==> src/design/mas_params.svh <==
// Offsets, field positions, reset values and widths of the rotate/subtract/skip datapath
`ifndef MAS_PARAMS_SVH
`define MAS_PARAMS_SVH

`define MAS_OFS_CTRL      8'h00
`define MAS_OFS_WORK      8'h04
`define MAS_OFS_MEM       8'h08
`define MAS_OFS_IMM       8'h0c
`define MAS_OFS_FLAGS     8'h10
`define MAS_OFS_TPTR      8'h14
`define MAS_OFS_THIGH     8'h18
`define MAS_OFS_PAGE      8'h1c
`define MAS_OFS_STATUS    8'h20

`define MAS_CTRL_OP_LSB   0
`define MAS_CTRL_OP_MSB   4
`define MAS_CTRL_BIT_LSB  5
`define MAS_CTRL_BIT_MSB  7

`define MAS_FLG_CARRY     0
`define MAS_FLG_NIBBLE    1
`define MAS_FLG_ZERO      2
`define MAS_FLG_SIGNED    3

`define MAS_STS_SKIP      0
`define MAS_STS_MEMWR     1
`define MAS_STS_WORKWR    2

`define MAS_RST_BYTE      8'h00
`define MAS_RST_PAGE      5'h00
`define MAS_RST_FLAG      1'b0
`define MAS_ALL_ONES      8'hff
`define MAS_ONE           8'h01
`define MAS_NULL          8'h00

`define MAS_PAGE_W        5
`define MAS_LAST_PAGE     5'h1f
`define MAS_PADDR_W       13
`define MAS_PWORD_W       16

`endif

==> src/design/mas_pkg.sv <==
// Types of the rotate/subtract/skip datapath
`include "mas_params.svh"
package mas_pkg;

  typedef enum logic [4:0] {
    OP_ROT_LEFT, OP_ROT_LEFT_WORK, OP_ROT_LEFT_CY, OP_ROT_LEFT_CY_WORK,
    OP_ROT_RIGHT, OP_ROT_RIGHT_WORK, OP_ROT_RIGHT_CY, OP_ROT_RIGHT_CY_WORK,
    OP_SUB_BORROW, OP_SUB_BORROW_MEM, OP_SUB_PLAIN, OP_SUB_PLAIN_MEM, OP_SUB_IMM,
    OP_DEC_SKIP, OP_DEC_SKIP_WORK, OP_INC_SKIP, OP_INC_SKIP_WORK,
    OP_BIT_SKIP_SET, OP_BIT_SKIP_CLR, OP_BYTE_SKIP_NULL, OP_COPY_SKIP_NULL,
    OP_SET_BYTE, OP_SET_BIT, OP_SWAP_MEM, OP_SWAP_WORK,
    OP_TABLE_CUR, OP_TABLE_LAST, OP_XOR_WORK, OP_XOR_MEM, OP_XOR_IMM
  } mas_op_e;

  typedef enum logic [2:0] {
    ST_IDLE, ST_EXEC, ST_DUMMY, ST_TREQ, ST_TDATA
  } mas_state_e;

  typedef struct packed {
    mas_state_e                 fsm;
    mas_op_e                    op;
    logic [2:0]                 bit_idx;
    logic [7:0]                 work;
    logic [7:0]                 mem;
    logic [7:0]                 imm;
    logic [7:0]                 table_pointer;
    logic [7:0]                 table_high_latch;
    logic [`MAS_PAGE_W-1:0]     page;
    logic                       carry;
    logic                       nibble_carry_flag;
    logic                       zero;
    logic                       signed_range_flag;
    logic                       skip_seen;
    logic                       mem_wr;
    logic                       work_wr;
    logic                       skip_next;
    logic                       ack;
    logic [7:0]                 rdata;
    logic [`MAS_PADDR_W-1:0]    prog_addr;
    logic                       prog_rd;
  } mas_st_s;

endpackage

==> src/design/mas_rot8.sv <==
// Rotate, nibble exchange and single-bit set/test of one data byte
`timescale 1ns/1ns
module mas_rot8
  import mas_pkg::*;
(
  input  wire logic [7:0] data,
  input  wire logic       carry_in,
  input  wire logic       left,
  input  wire logic       thru,
  input  wire logic [2:0] bit_idx,
  output logic [7:0]      rotated,
  output logic            carry_out,
  output logic [7:0]      swapped,
  output logic [7:0]      bit_set,
  output logic            bit_val
);

  logic fill_l;
  logic fill_r;

  assign fill_l    = thru ? carry_in : data[7];
  assign fill_r    = thru ? carry_in : data[0];
  assign rotated   = left ? {data[6:0], fill_l} : {fill_r, data[7:1]};
  assign carry_out = left ? data[7] : data[0];
  assign swapped   = {data[3:0], data[7:4]};
  assign bit_val   = data[bit_idx];

  for (genvar i = 0; i < 8; i++)
  begin : g_bit
    assign bit_set[i] = data[i] | (bit_idx == 3'(i));
  end

endmodule

==> src/design/mas_sub8.sv <==
// Eight-bit subtractor with carry-as-inverted-borrow and flag outputs
`timescale 1ns/1ns
`include "mas_params.svh"
module mas_sub8
  import mas_pkg::*;
(
  input  wire logic [7:0] minuend,
  input  wire logic [7:0] subtrahend,
  input  wire logic       carry_in,
  output logic [7:0]      diff,
  output logic            carry_out,
  output logic            nibble_borrow,
  output logic            ovf,
  output logic            zero
);

  logic [8:0] full;
  logic [4:0] low;

  // Subtraction as a + ~b + carry so carry comes out as no-borrow
  always_comb
  begin
    full          = {1'b0, minuend} + {1'b0, ~subtrahend} + {8'h00, carry_in};
    low           = {1'b0, minuend[3:0]} + {1'b0, ~subtrahend[3:0]} + {4'h0, carry_in};
    diff          = full[7:0];
    carry_out     = full[8];
    nibble_borrow = ~low[4];
    ovf           = (minuend[7] ^ subtrahend[7]) & (full[7] ^ minuend[7]);
    zero          = (full[7:0] == `MAS_NULL);
  end

endmodule

==> src/design/mas_top.sv <==
// Execution datapath for rotates, subtracts, skips, table reads and XOR
//
// Operation
// RL1: Plain left rotate moves each bit up, bit 7 wraps to 0, no flags.
// RL2: Left rotate through carry: old carry to bit 0, old bit 7 to carry.
// RL3: Work form of carry left rotate writes work register, keeps memory byte.
// RL4: Plain right rotate wraps bit 0 to bit 7, no flags, both forms.
// RL5: Rotates aimed at work register leave the memory byte unmodified.
// RL6: Right rotate through carry: old carry to bit 7, bit 0 to carry.
// RL7: Borrow subtract is work minus memory minus inverted carry.
// RL8: Subtraction clears carry on negative result, sets it otherwise.
// RL9: Every subtract updates signed range, zero, nibble carry and carry.
// RL10: Memory-destination subtracts write the difference back to memory.
// RL11: Immediate subtract takes the constant from work into work.
// RL12: Decrement and skip when the result is zero, flags untouched.
// RL13: Increment and skip when the result wraps to zero, flags untouched.
// RL14: Work forms of inc/dec write work, keep memory, skip on result.
// RL15: A taken skip inserts one dummy cycle, two cycles in all.
// RL16: Bit test skips on bit set in one form, bit clear in other.
// RL17: Byte zero test skips on null byte; copy form also loads work.
// RL18: Byte set writes all ones; bit set forces one bit; no flags.
// RL19: Nibble exchange swaps the halves into memory or work, no flags.
// RL20: Current-page table read: low byte to memory, high to latch.
// RL21: Last-page table read splits the word from the final page.
// RL22: XOR of work with memory or immediate updates only zero flag.
// RL23: Zero marks null result; signed overflow; borrow out of bit 3.
`timescale 1ns/1ns
`include "mas_params.svh"
module mas_top
  import mas_pkg::*;
(
  input  wire logic                    clk,
  input  wire logic                    nrst,
  input  wire logic [7:0]              avs_address,
  input  wire logic                    avs_read,
  input  wire logic                    avs_write,
  input  wire logic [31:0]             avs_writedata,
  input  wire logic [3:0]              avs_byteenable,
  output logic [31:0]                  avs_readdata,
  output logic                         avs_waitrequest,
  output logic [`MAS_PADDR_W-1:0]      prog_addr,
  output logic                         prog_rd,
  input  wire logic [`MAS_PWORD_W-1:0] prog_rdata,
  output logic                         skip_next
);

  mas_st_s    q;
  mas_st_s    d;

  logic       req;
  logic       idle;
  logic       commit;
  logic [7:0] word_addr;
  logic [7:0] rd_mux;
  mas_op_e    new_op;

  logic       rot_left;
  logic       rot_thru;
  logic [7:0] rot_res;
  logic       rot_cout;
  logic [7:0] swap_res;
  logic [7:0] bit_res;
  logic       bit_val;

  logic [7:0] sub_rhs;
  logic       sub_cin;
  logic [7:0] sub_res;
  logic       sub_c;
  logic       sub_nb;
  logic       sub_sr;
  logic       sub_z;

  logic [7:0] dec_res;
  logic [7:0] inc_res;
  logic [7:0] xor_res;

  // Shared rotate/bit unit; direction and carry path picked from the opcode
  always_comb
  begin
    rot_left = (q.op == OP_ROT_LEFT) || (q.op == OP_ROT_LEFT_WORK) ||
               (q.op == OP_ROT_LEFT_CY) || (q.op == OP_ROT_LEFT_CY_WORK);
    rot_thru = (q.op == OP_ROT_LEFT_CY) || (q.op == OP_ROT_LEFT_CY_WORK) ||
               (q.op == OP_ROT_RIGHT_CY) || (q.op == OP_ROT_RIGHT_CY_WORK);
  end

  mas_rot8 u_rot (
    .data      (q.mem),
    .carry_in  (q.carry),
    .left      (rot_left),
    .thru      (rot_thru),
    .bit_idx   (q.bit_idx),
    .rotated   (rot_res),
    .carry_out (rot_cout),
    .swapped   (swap_res),
    .bit_set   (bit_res),
    .bit_val   (bit_val)
  );

  // Plain subtracts feed a carry of one so that no borrow is taken
  always_comb
  begin
    sub_rhs = (q.op == OP_SUB_IMM) ? q.imm : q.mem; // RL11
    sub_cin = ((q.op == OP_SUB_BORROW) || (q.op == OP_SUB_BORROW_MEM)) ?
              q.carry : 1'b1; // RL7
  end

  mas_sub8 u_sub (
    .minuend       (q.work),
    .subtrahend    (sub_rhs),
    .carry_in      (sub_cin),
    .diff          (sub_res),
    .carry_out     (sub_c),
    .nibble_borrow (sub_nb),
    .ovf           (sub_sr),
    .zero          (sub_z)
  );

  assign dec_res = q.mem - `MAS_ONE;
  assign inc_res = q.mem + `MAS_ONE;
  assign xor_res = q.work ^ ((q.op == OP_XOR_IMM) ? q.imm : q.mem); // RL22

  // Bus decode; an access to the idle datapath costs one wait state so read data leaves a flop
  assign req       = avs_read | avs_write;
  assign idle      = (q.fsm == ST_IDLE);
  assign word_addr = {avs_address[7:2], 2'b00};
  assign commit    = avs_write & q.ack & avs_byteenable[0];
  assign new_op    = mas_op_e'(avs_writedata[`MAS_CTRL_OP_MSB:`MAS_CTRL_OP_LSB]);

  always_comb
  begin
    rd_mux = `MAS_NULL;
    case (word_addr)
      `MAS_OFS_CTRL:   rd_mux = {q.bit_idx, q.op};
      `MAS_OFS_WORK:   rd_mux = q.work;
      `MAS_OFS_MEM:    rd_mux = q.mem;
      `MAS_OFS_IMM:    rd_mux = q.imm;
      `MAS_OFS_FLAGS:  rd_mux = {4'h0, q.signed_range_flag, q.zero,
                                 q.nibble_carry_flag, q.carry};
      `MAS_OFS_TPTR:   rd_mux = q.table_pointer;
      `MAS_OFS_THIGH:  rd_mux = q.table_high_latch;
      `MAS_OFS_PAGE:   rd_mux = {3'h0, q.page};
      `MAS_OFS_STATUS: rd_mux = {5'h00, q.work_wr, q.mem_wr, q.skip_seen};
      default:         rd_mux = `MAS_NULL;
    endcase
  end

  always_comb
  begin
    d           = q;
    d.prog_rd   = 1'b0;
    // Requests stall while an operation runs, so registers never change mid-access
    d.ack       = req & ~q.ack & idle;
    if (avs_read & ~q.ack & idle)
    begin
      d.rdata = rd_mux;
    end

    if (commit)
    begin
      case (word_addr)
        `MAS_OFS_CTRL:
        begin
          d.op        = new_op;
          d.bit_idx   = avs_writedata[`MAS_CTRL_BIT_MSB:`MAS_CTRL_BIT_LSB];
          d.skip_seen = 1'b0;
          d.mem_wr    = 1'b0;
          d.work_wr   = 1'b0;
          d.fsm       = ST_EXEC;
          if (new_op == OP_TABLE_CUR)
          begin
            d.fsm       = ST_TREQ;
            d.prog_rd   = 1'b1;
            d.prog_addr = {q.page, q.table_pointer}; // RL20
          end
          if (new_op == OP_TABLE_LAST)
          begin
            d.fsm       = ST_TREQ;
            d.prog_rd   = 1'b1;
            d.prog_addr = {`MAS_LAST_PAGE, q.table_pointer}; // RL21
          end
        end
        `MAS_OFS_WORK:  d.work          = avs_writedata[7:0];
        `MAS_OFS_MEM:   d.mem           = avs_writedata[7:0];
        `MAS_OFS_IMM:   d.imm           = avs_writedata[7:0];
        `MAS_OFS_TPTR:  d.table_pointer = avs_writedata[7:0];
        `MAS_OFS_PAGE:  d.page          = avs_writedata[`MAS_PAGE_W-1:0];
        `MAS_OFS_FLAGS:
        begin
          d.carry             = avs_writedata[`MAS_FLG_CARRY];
          d.nibble_carry_flag = avs_writedata[`MAS_FLG_NIBBLE];
          d.zero              = avs_writedata[`MAS_FLG_ZERO];
          d.signed_range_flag = avs_writedata[`MAS_FLG_SIGNED];
        end
        default:
        begin
        end
      endcase
    end

    unique case (q.fsm)
      ST_IDLE:
      begin
      end
      ST_EXEC:
      begin
        d.fsm = ST_IDLE;
        case (q.op)
          OP_ROT_LEFT, OP_ROT_RIGHT:
          begin
            d.mem    = rot_res; // RL1 RL4
            d.mem_wr = 1'b1;
          end
          OP_ROT_LEFT_WORK, OP_ROT_RIGHT_WORK:
          begin
            d.work    = rot_res; // RL4 RL5
            d.work_wr = 1'b1;
          end
          OP_ROT_LEFT_CY, OP_ROT_RIGHT_CY:
          begin
            d.mem    = rot_res; // RL2 RL6
            d.carry  = rot_cout;
            d.mem_wr = 1'b1;
          end
          OP_ROT_LEFT_CY_WORK, OP_ROT_RIGHT_CY_WORK:
          begin
            d.work    = rot_res; // RL3 RL5 RL6
            d.carry   = rot_cout;
            d.work_wr = 1'b1;
          end
          OP_SUB_BORROW, OP_SUB_PLAIN, OP_SUB_IMM, OP_SUB_BORROW_MEM, OP_SUB_PLAIN_MEM:
          begin
            if ((q.op == OP_SUB_BORROW_MEM) || (q.op == OP_SUB_PLAIN_MEM))
            begin
              d.mem    = sub_res; // RL10
              d.mem_wr = 1'b1;
            end
            else
            begin
              d.work    = sub_res; // RL7 RL11
              d.work_wr = 1'b1;
            end
            d.carry             = sub_c; // RL8
            d.nibble_carry_flag = sub_nb; // RL9 RL23
            d.signed_range_flag = sub_sr; // RL9 RL23
            d.zero              = sub_z; // RL9 RL23
          end
          OP_DEC_SKIP:
          begin
            d.mem       = dec_res; // RL12
            d.mem_wr    = 1'b1;
            d.skip_next = (dec_res == `MAS_NULL);
          end
          OP_DEC_SKIP_WORK:
          begin
            d.work      = dec_res; // RL14
            d.work_wr   = 1'b1;
            d.skip_next = (dec_res == `MAS_NULL);
          end
          OP_INC_SKIP:
          begin
            d.mem       = inc_res; // RL13
            d.mem_wr    = 1'b1;
            d.skip_next = (inc_res == `MAS_NULL);
          end
          OP_INC_SKIP_WORK:
          begin
            d.work      = inc_res; // RL14
            d.work_wr   = 1'b1;
            d.skip_next = (inc_res == `MAS_NULL);
          end
          OP_BIT_SKIP_SET:   d.skip_next = bit_val; // RL16
          OP_BIT_SKIP_CLR:   d.skip_next = ~bit_val; // RL16
          OP_BYTE_SKIP_NULL: d.skip_next = (q.mem == `MAS_NULL); // RL17
          OP_COPY_SKIP_NULL:
          begin
            d.work      = q.mem; // RL17
            d.work_wr   = 1'b1;
            d.skip_next = (q.mem == `MAS_NULL);
          end
          OP_SET_BYTE:
          begin
            d.mem    = `MAS_ALL_ONES; // RL18
            d.mem_wr = 1'b1;
          end
          OP_SET_BIT:
          begin
            d.mem    = bit_res; // RL18
            d.mem_wr = 1'b1;
          end
          OP_SWAP_MEM:
          begin
            d.mem    = swap_res; // RL19
            d.mem_wr = 1'b1;
          end
          OP_SWAP_WORK:
          begin
            d.work    = swap_res; // RL19
            d.work_wr = 1'b1;
          end
          OP_XOR_WORK, OP_XOR_IMM:
          begin
            d.work    = xor_res; // RL22
            d.work_wr = 1'b1;
            d.zero    = (xor_res == `MAS_NULL); // RL23
          end
          OP_XOR_MEM:
          begin
            d.mem    = xor_res; // RL22
            d.mem_wr = 1'b1;
            d.zero   = (xor_res == `MAS_NULL); // RL23
          end
          // Unused opcode codes run as an empty single cycle
          default:
          begin
          end
        endcase
        if (d.skip_next)
        begin
          d.fsm       = ST_DUMMY; // RL15
          d.skip_seen = 1'b1;
        end
      end
      ST_DUMMY:
      begin
        d.fsm       = ST_IDLE; // RL15
        d.skip_next = 1'b0;
      end
      ST_TREQ:
      begin
        d.fsm = ST_TDATA;
      end
      ST_TDATA:
      begin
        // Program memory answers one cycle after the read strobe
        d.mem              = prog_rdata[7:0]; // RL20 RL21
        d.table_high_latch = prog_rdata[15:8]; // RL20 RL21
        d.mem_wr           = 1'b1;
        d.fsm              = ST_IDLE;
      end
    endcase
  end

  always_ff @(posedge clk or negedge nrst)
  begin
    if (!nrst)
    begin
      q                   <= '0;
      q.fsm               <= ST_IDLE;
      q.work              <= `MAS_RST_BYTE;
      q.mem               <= `MAS_RST_BYTE;
      q.imm               <= `MAS_RST_BYTE;
      q.table_pointer     <= `MAS_RST_BYTE;
      q.table_high_latch  <= `MAS_RST_BYTE;
      q.page              <= `MAS_RST_PAGE;
      q.carry             <= `MAS_RST_FLAG;
      q.nibble_carry_flag <= `MAS_RST_FLAG;
      q.zero              <= `MAS_RST_FLAG;
      q.signed_range_flag <= `MAS_RST_FLAG;
    end
    else
    begin
      q <= d;
    end
  end

  assign avs_waitrequest = req & ~q.ack;
  assign avs_readdata    = {24'h000000, q.rdata};
  assign prog_addr       = q.prog_addr;
  assign prog_rd         = q.prog_rd;
  assign skip_next       = q.skip_next;

endmodule

==> config.mk <==
export PLATFORM = sky130hd
export DESIGN_NAME = mas_top
export DESIGN_NICKNAME = d
export VERILOG_FILES = /design/src/design/mas_pkg.sv /design/src/design/mas_rot8.sv /design/src/design/mas_sub8.sv /design/src/design/mas_top.sv
export VERILOG_INCLUDE_DIRS = /design/src /design/src/design
export SDC_FILE = /design/constraint.sdc
export NUM_CORES = 1
export LEC_CHECK = 0
export BUFFER_PORTS_ARGS = -buffer_cell sky130_fd_sc_hd__buf_2
export CORE_MARGIN = 2
export CORE_UTILIZATION = 38
export DETAILED_ROUTE_END_ITERATION = 8
export SLEW_MARGIN = 20
export SYNTH_ARGS = -nofsm -noshare
export SYNTH_HDL_FRONTEND = slang
export SYNTH_HIERARCHICAL = 1
export SYNTH_SLANG_ARGS = --single-unit
==> constraint.sdc <==
create_clock -name clk -period 3.9 [get_ports clk]
set_input_delay 1.17 -clock clk [delete_from_list [all_inputs] [get_ports clk]]
set_output_delay 1.17 -clock clk [all_outputs]
set_load 0.02 [all_outputs]
* Word-level counts from Yosys, hierarchy flattened
Cells that the tools add are included.
Widths: inputs -> output; s select.
** Cells by class
- Equality and inequality tests :: 48
- Muxes and demuxes :: 48
- Reduce and logical (&&, ||, !) cells :: 39
- Order comparisons :: 1
- Bitwise gates (word level) :: 24
- $add $sub $neg :: 6
** Operator list (number)
- $mux 8 :: 10
- $pmux 8 s9 :: 1
- $eq 5x5->1 const B :: 14
- $pmux 8 s8 :: 1
- $pmux 8 s7 :: 1
- $logic_not 8->1 :: 6
- $mux 43 :: 1
- $eq 5x4->1 const B :: 8
- $mux 14 :: 2
- $eq 6x3->1 const B :: 4
- $eq 5x3->1 const B :: 4
- $reduce_or 10->1 :: 2
- $pmux 8 s2 :: 1
- $eq 3x3->1 const B :: 5
- $mux 1 :: 14
- $eq 3x2->1 const B :: 4
- $eq 6x2->1 const B :: 2
- $pmux 1 s2 :: 6
- $reduce_or 4->1 :: 3
- $mux 11 :: 1
- $eq 5x2->1 const B :: 2
- $reduce_and 2->1 :: 5
- $reduce_or 2->1 :: 5
- $add 8x8->9 :: 1
- other kinds (33) :: 63
** Storage, ports and cells
- Logic and storage cells :: 187
- Input bits :: 64
- Flip-flop bits (word level) :: 87
- Output and inout port bits :: 48

* Longest topological paths before layout
- Depth after elaboration :: 9
- Gate-level depth with buffers :: 16
- Depth with buffers taken out :: 15

* Hierarchy
The synthesis kept the hierarchy.
** By module, submodules not included
- mas_top :: cells an instance 685, area each 6468.7 µm², instances 1, sequential area each 2177.1 µm²
- mas_sub8 :: cells an instance 63, area each 451.7 µm², instances 1, sequential area each 0.0 µm²
- mas_rot8 :: cells an instance 39, area each 340.3 µm², instances 1, sequential area each 0.0 µm²

* Worst setup path after synthesis
OpenSTA, ideal clock, no wires.
- Path type :: flip-flop to flip-flop
- Start point :: register q[80] in the netlist's numbering
- End point :: register q[66] in the netlist's numbering
- Clock period less this slack :: 3474 ps
- Buffers on the path :: 1
- Path slack :: 426 ps
- Library setup time :: 142 ps
- Stages on the path, launching flop included :: 17
- Required time :: 3758 ps
- Data arrival time :: 3332 ps
- Path through :: dfrtp_1 buf_6 nor3b_2 nand2_1 mux2_2 inv_1 fa_1 inv_1 fa_1 nand2b_2 a211oi_1 o21a_1 nor2_1 a22oi_1 o221ai_1 nor3_1 o221ai_1
** RTL lines
- start, declared :: RTL line mas_top.sv:47 : mas_st_s q;

==> results.toml <==
[setup_path]
worst-setup-path-type = "flip-flop to flip-flop"
critPathArrivalTime_ns = 3.80
r2r_start = "q[81]"
cp-end-kind = "flip-flop"
critPathLaunchType = "flip-flop"
path_max_fanout = 7
reg2reg_depth = 14
required_ns = 4.08
r2r_setup_slack_ns = 0.27
worst_r2r_endpoint = "q[75]"

[place]
dp_hpwl_um = 16900
placed_area_um2 = 7470
io_buffers = 58
gp_congestion = 0.923

[clock_network]
insertion_delay_ns = 0.34
cts_made_buffers = 9
numClockSinks = 87
cts_root_buf = "clkbuf_16"
cts_resized = 0
clkSlewWorstSetupHoldPaths_ns = 0.06
post_cts_buffers = 0
htree_levels = 3
cts_tree = "built"
clk_path_buf_depth = 2
cts_hold_buffers = 0

[synth]
synth_area_leaders = "dfrtp_1 30%, mux2_2 10%, buf_4 5.7%"
synth_top_area_cell = "dfrtp_1"
synth_edf_count = 0
synthCells = 787
synthArstFlopShare_pct = 100
synth_warnings = 6
ys_seq_area_share_pct = 30.0
synth_area_per_cell_um2 = 9.23
ys_ff_latch = 87
synth_top_area_share_pct = 30.0
ys_types = 80
ys.flop_type = "dfrtp_1"
netlist_area_um2 = 7260

[grt]
overflow = 0
top_usage_layer = "met2"
gr-usage-met2_pct = 34.7
grt_pass1_wl_um = 34900
grt_start_max_net_pins = 52
use_met1_pct = 32.3
globalRouteMet3Util_pct = 4.00
antenna_found_initial = 0
grt_pass1_vias = 5893
grtUsageTotal_pct = 22.4

[power_and_ir_drop]
power.total_uw = 4290
vdd_ir_drop_max_mv = 0.284
power_density_nw_per_um2 = 549
p_leak_uw = 0.00339

[finish]
final_common_cell = "dfrtp_1"
layout.nets = 876
area_growth_pct = 7.63
layout-drive-gt1-share_pct = 25.7
n_antenna_cell = 0
fill_cells = 1845
final_area_um2 = 7820
final_cell_mix = "87 x dfrtp_1, 66 x mux2_2, 60 x nand2_1"

[floorplanning]
die_w_um = 142
fp.dieH_um = 142
start_util_pct = 38.8
dieArea_um2 = 20200
rows = 50
coreArea_um2 = 18700
io_pins = 112

[sta]
hold_viol = 0
rsz0062_at_grt = "no"
skew_ns = 0.00678
fmax_mhz = 276
setup_viol = 0
slew_headroom_pct = 35.9
fin_setup_tns_ns = 0
post-route-min-period_ns = 3.63
tightest_slew_ns = 0.954
report.final.slew_viol_count = 0
fin_crit_sh_pct = 93.0

[routing]
routed_via_density = 6.05
dr_total_vias = 6277
dr.first_iter.drc_count = 667
drt_wl_total_um = 22800
ant_nets = 0
drc = 0
drt_pass1_iterations = 5
post_drt_wl_per_cell_um = 22.0

[run_status]
outcome = "complete, no violations"

[hold_path]
worstHoldPathType = "flip-flop to flip-flop"
hold_end = "q[22]"
holdPathStages = 1
worstHoldStart = "q[22]"

[run]
max-cap-violations = 0
critical path, stage by stage, from the launching register on:
cell	delay, ns
dfrtp_1	0.39
nor3b_2	0.17
nand2_1	0.11
buf_4	0.20
mux2_2	0.35
inv_1	0.06
ha_1	0.27
a21o_1	0.22
a31o_2	0.23
a31oi_1	0.16
nand3_1	0.27
a32o_1	0.30
a211o_1	0.22
a221oi_1	0.37
o22ai_1	0.13
metrics by stage:
stage	setup WS [ns]	hold slack, ns	utilization [%]	instances
after detailed placement	0.336	0.468	39.9	1022
after global placement	0.365	0.465	39.9	1022
after floorplan	0.426	0.446	-	810
after global routing	0.0228	0.506	41.8	1038
after CTS	0.324	0.478	41.8	1038
final	0.272	0.475	41.8	1038
cells by family (layout without fill, tap and decap cells):
group	after synthesis	after routing	share of synthesized area [%]
adders and majority gates	13	13	2.45
xor gates and xnor gates	29	29	3.50
other	1	24	0.0516
muxes	109	109	18.4
and+or+nand+nor	224	224	16.5
buffers and inverters	131	125	10.5
AOI/OAI and AO/OA	193	193	18.6
DFF	87	87	30.0
flip-flops by register name, indices dropped and copies added (netlist names):
register,cells
q,64
prog_addr,13
avs_readdata,8
prog_rd,1
skip_next,1
where the power goes:
group / internal (µW) / switching, µW / leakage, µW
registers: 1040 / 113 / 0.00111
logic: 839 / 1290 / 0.00211
clock network: 632 / 368 / 0.000168
total: 2510 / 1780 / 0.00339
area by class of cell:
type / count / area, µm² / area share (%)
clock buffers: 10 / 229 / 2.93
flip-flops and latches: 87 / 2180 / 27.9
inverters: 22 / 82.6 / 1.06
well taps: 234 / 293 / 3.75
multi-input cells: 592 / 4410 / 56.4
clock inverters: 6 / 116 / 1.49
repair buffers: 87 / 510 / 6.53
per-layer routing:
metal  share of wire (%)  vias to the layer above
met1                  44                     3089
li1                    -                     2851
met3                 8.0                       35
met5                   0                        -
met4                 2.4                        0
met2                  45                      302
how the worst max path moves through the flow:
| stage | from | end | cells after the start |
|---|---|---|---|
| floorplan | q[80] | q[66] | 16 |
| global placement | q[81] | q[67] | 15 |
| detailed placement | q[79] | q[67] | 15 |
| CTS | q[79] | q[67] | 15 |
| global route | q[79] | q[74] | 15 |
| finish | q[81] | q[75] | 14 |
Yosys cell counts, types with 4 or more instances:
cell,number
nor2_1,51
a211oi_1,13
nand3b_1,4
xor2_1,11
nand3_1,14
clkbuf_1,25
nor3_1,17
clkbuf_2,4
a21oi_1,26
xnor2_1,18
inv_1,22
o21ai_0,37
nand4_1,5
o221ai_1,8
buf_4,55
and2_1,5
mux4_2,10
a32oi_1,8
mux2i_1,30
buf_6,5
mux2_2,66
a22oi_1,25
dfrtp_1,87
buf_2,18
nand2_1,60
o21bai_1,7
o22ai_1,16
and3_1,12
a221oi_1,7
o211ai_1,6
or3_1,6
a31o_2,4
ha_1,11
nand2b_1,8
a21o_1,7
nor2b_1,12
nor3b_1,4
Note: power is estimated with default switching activity, not from simulation.
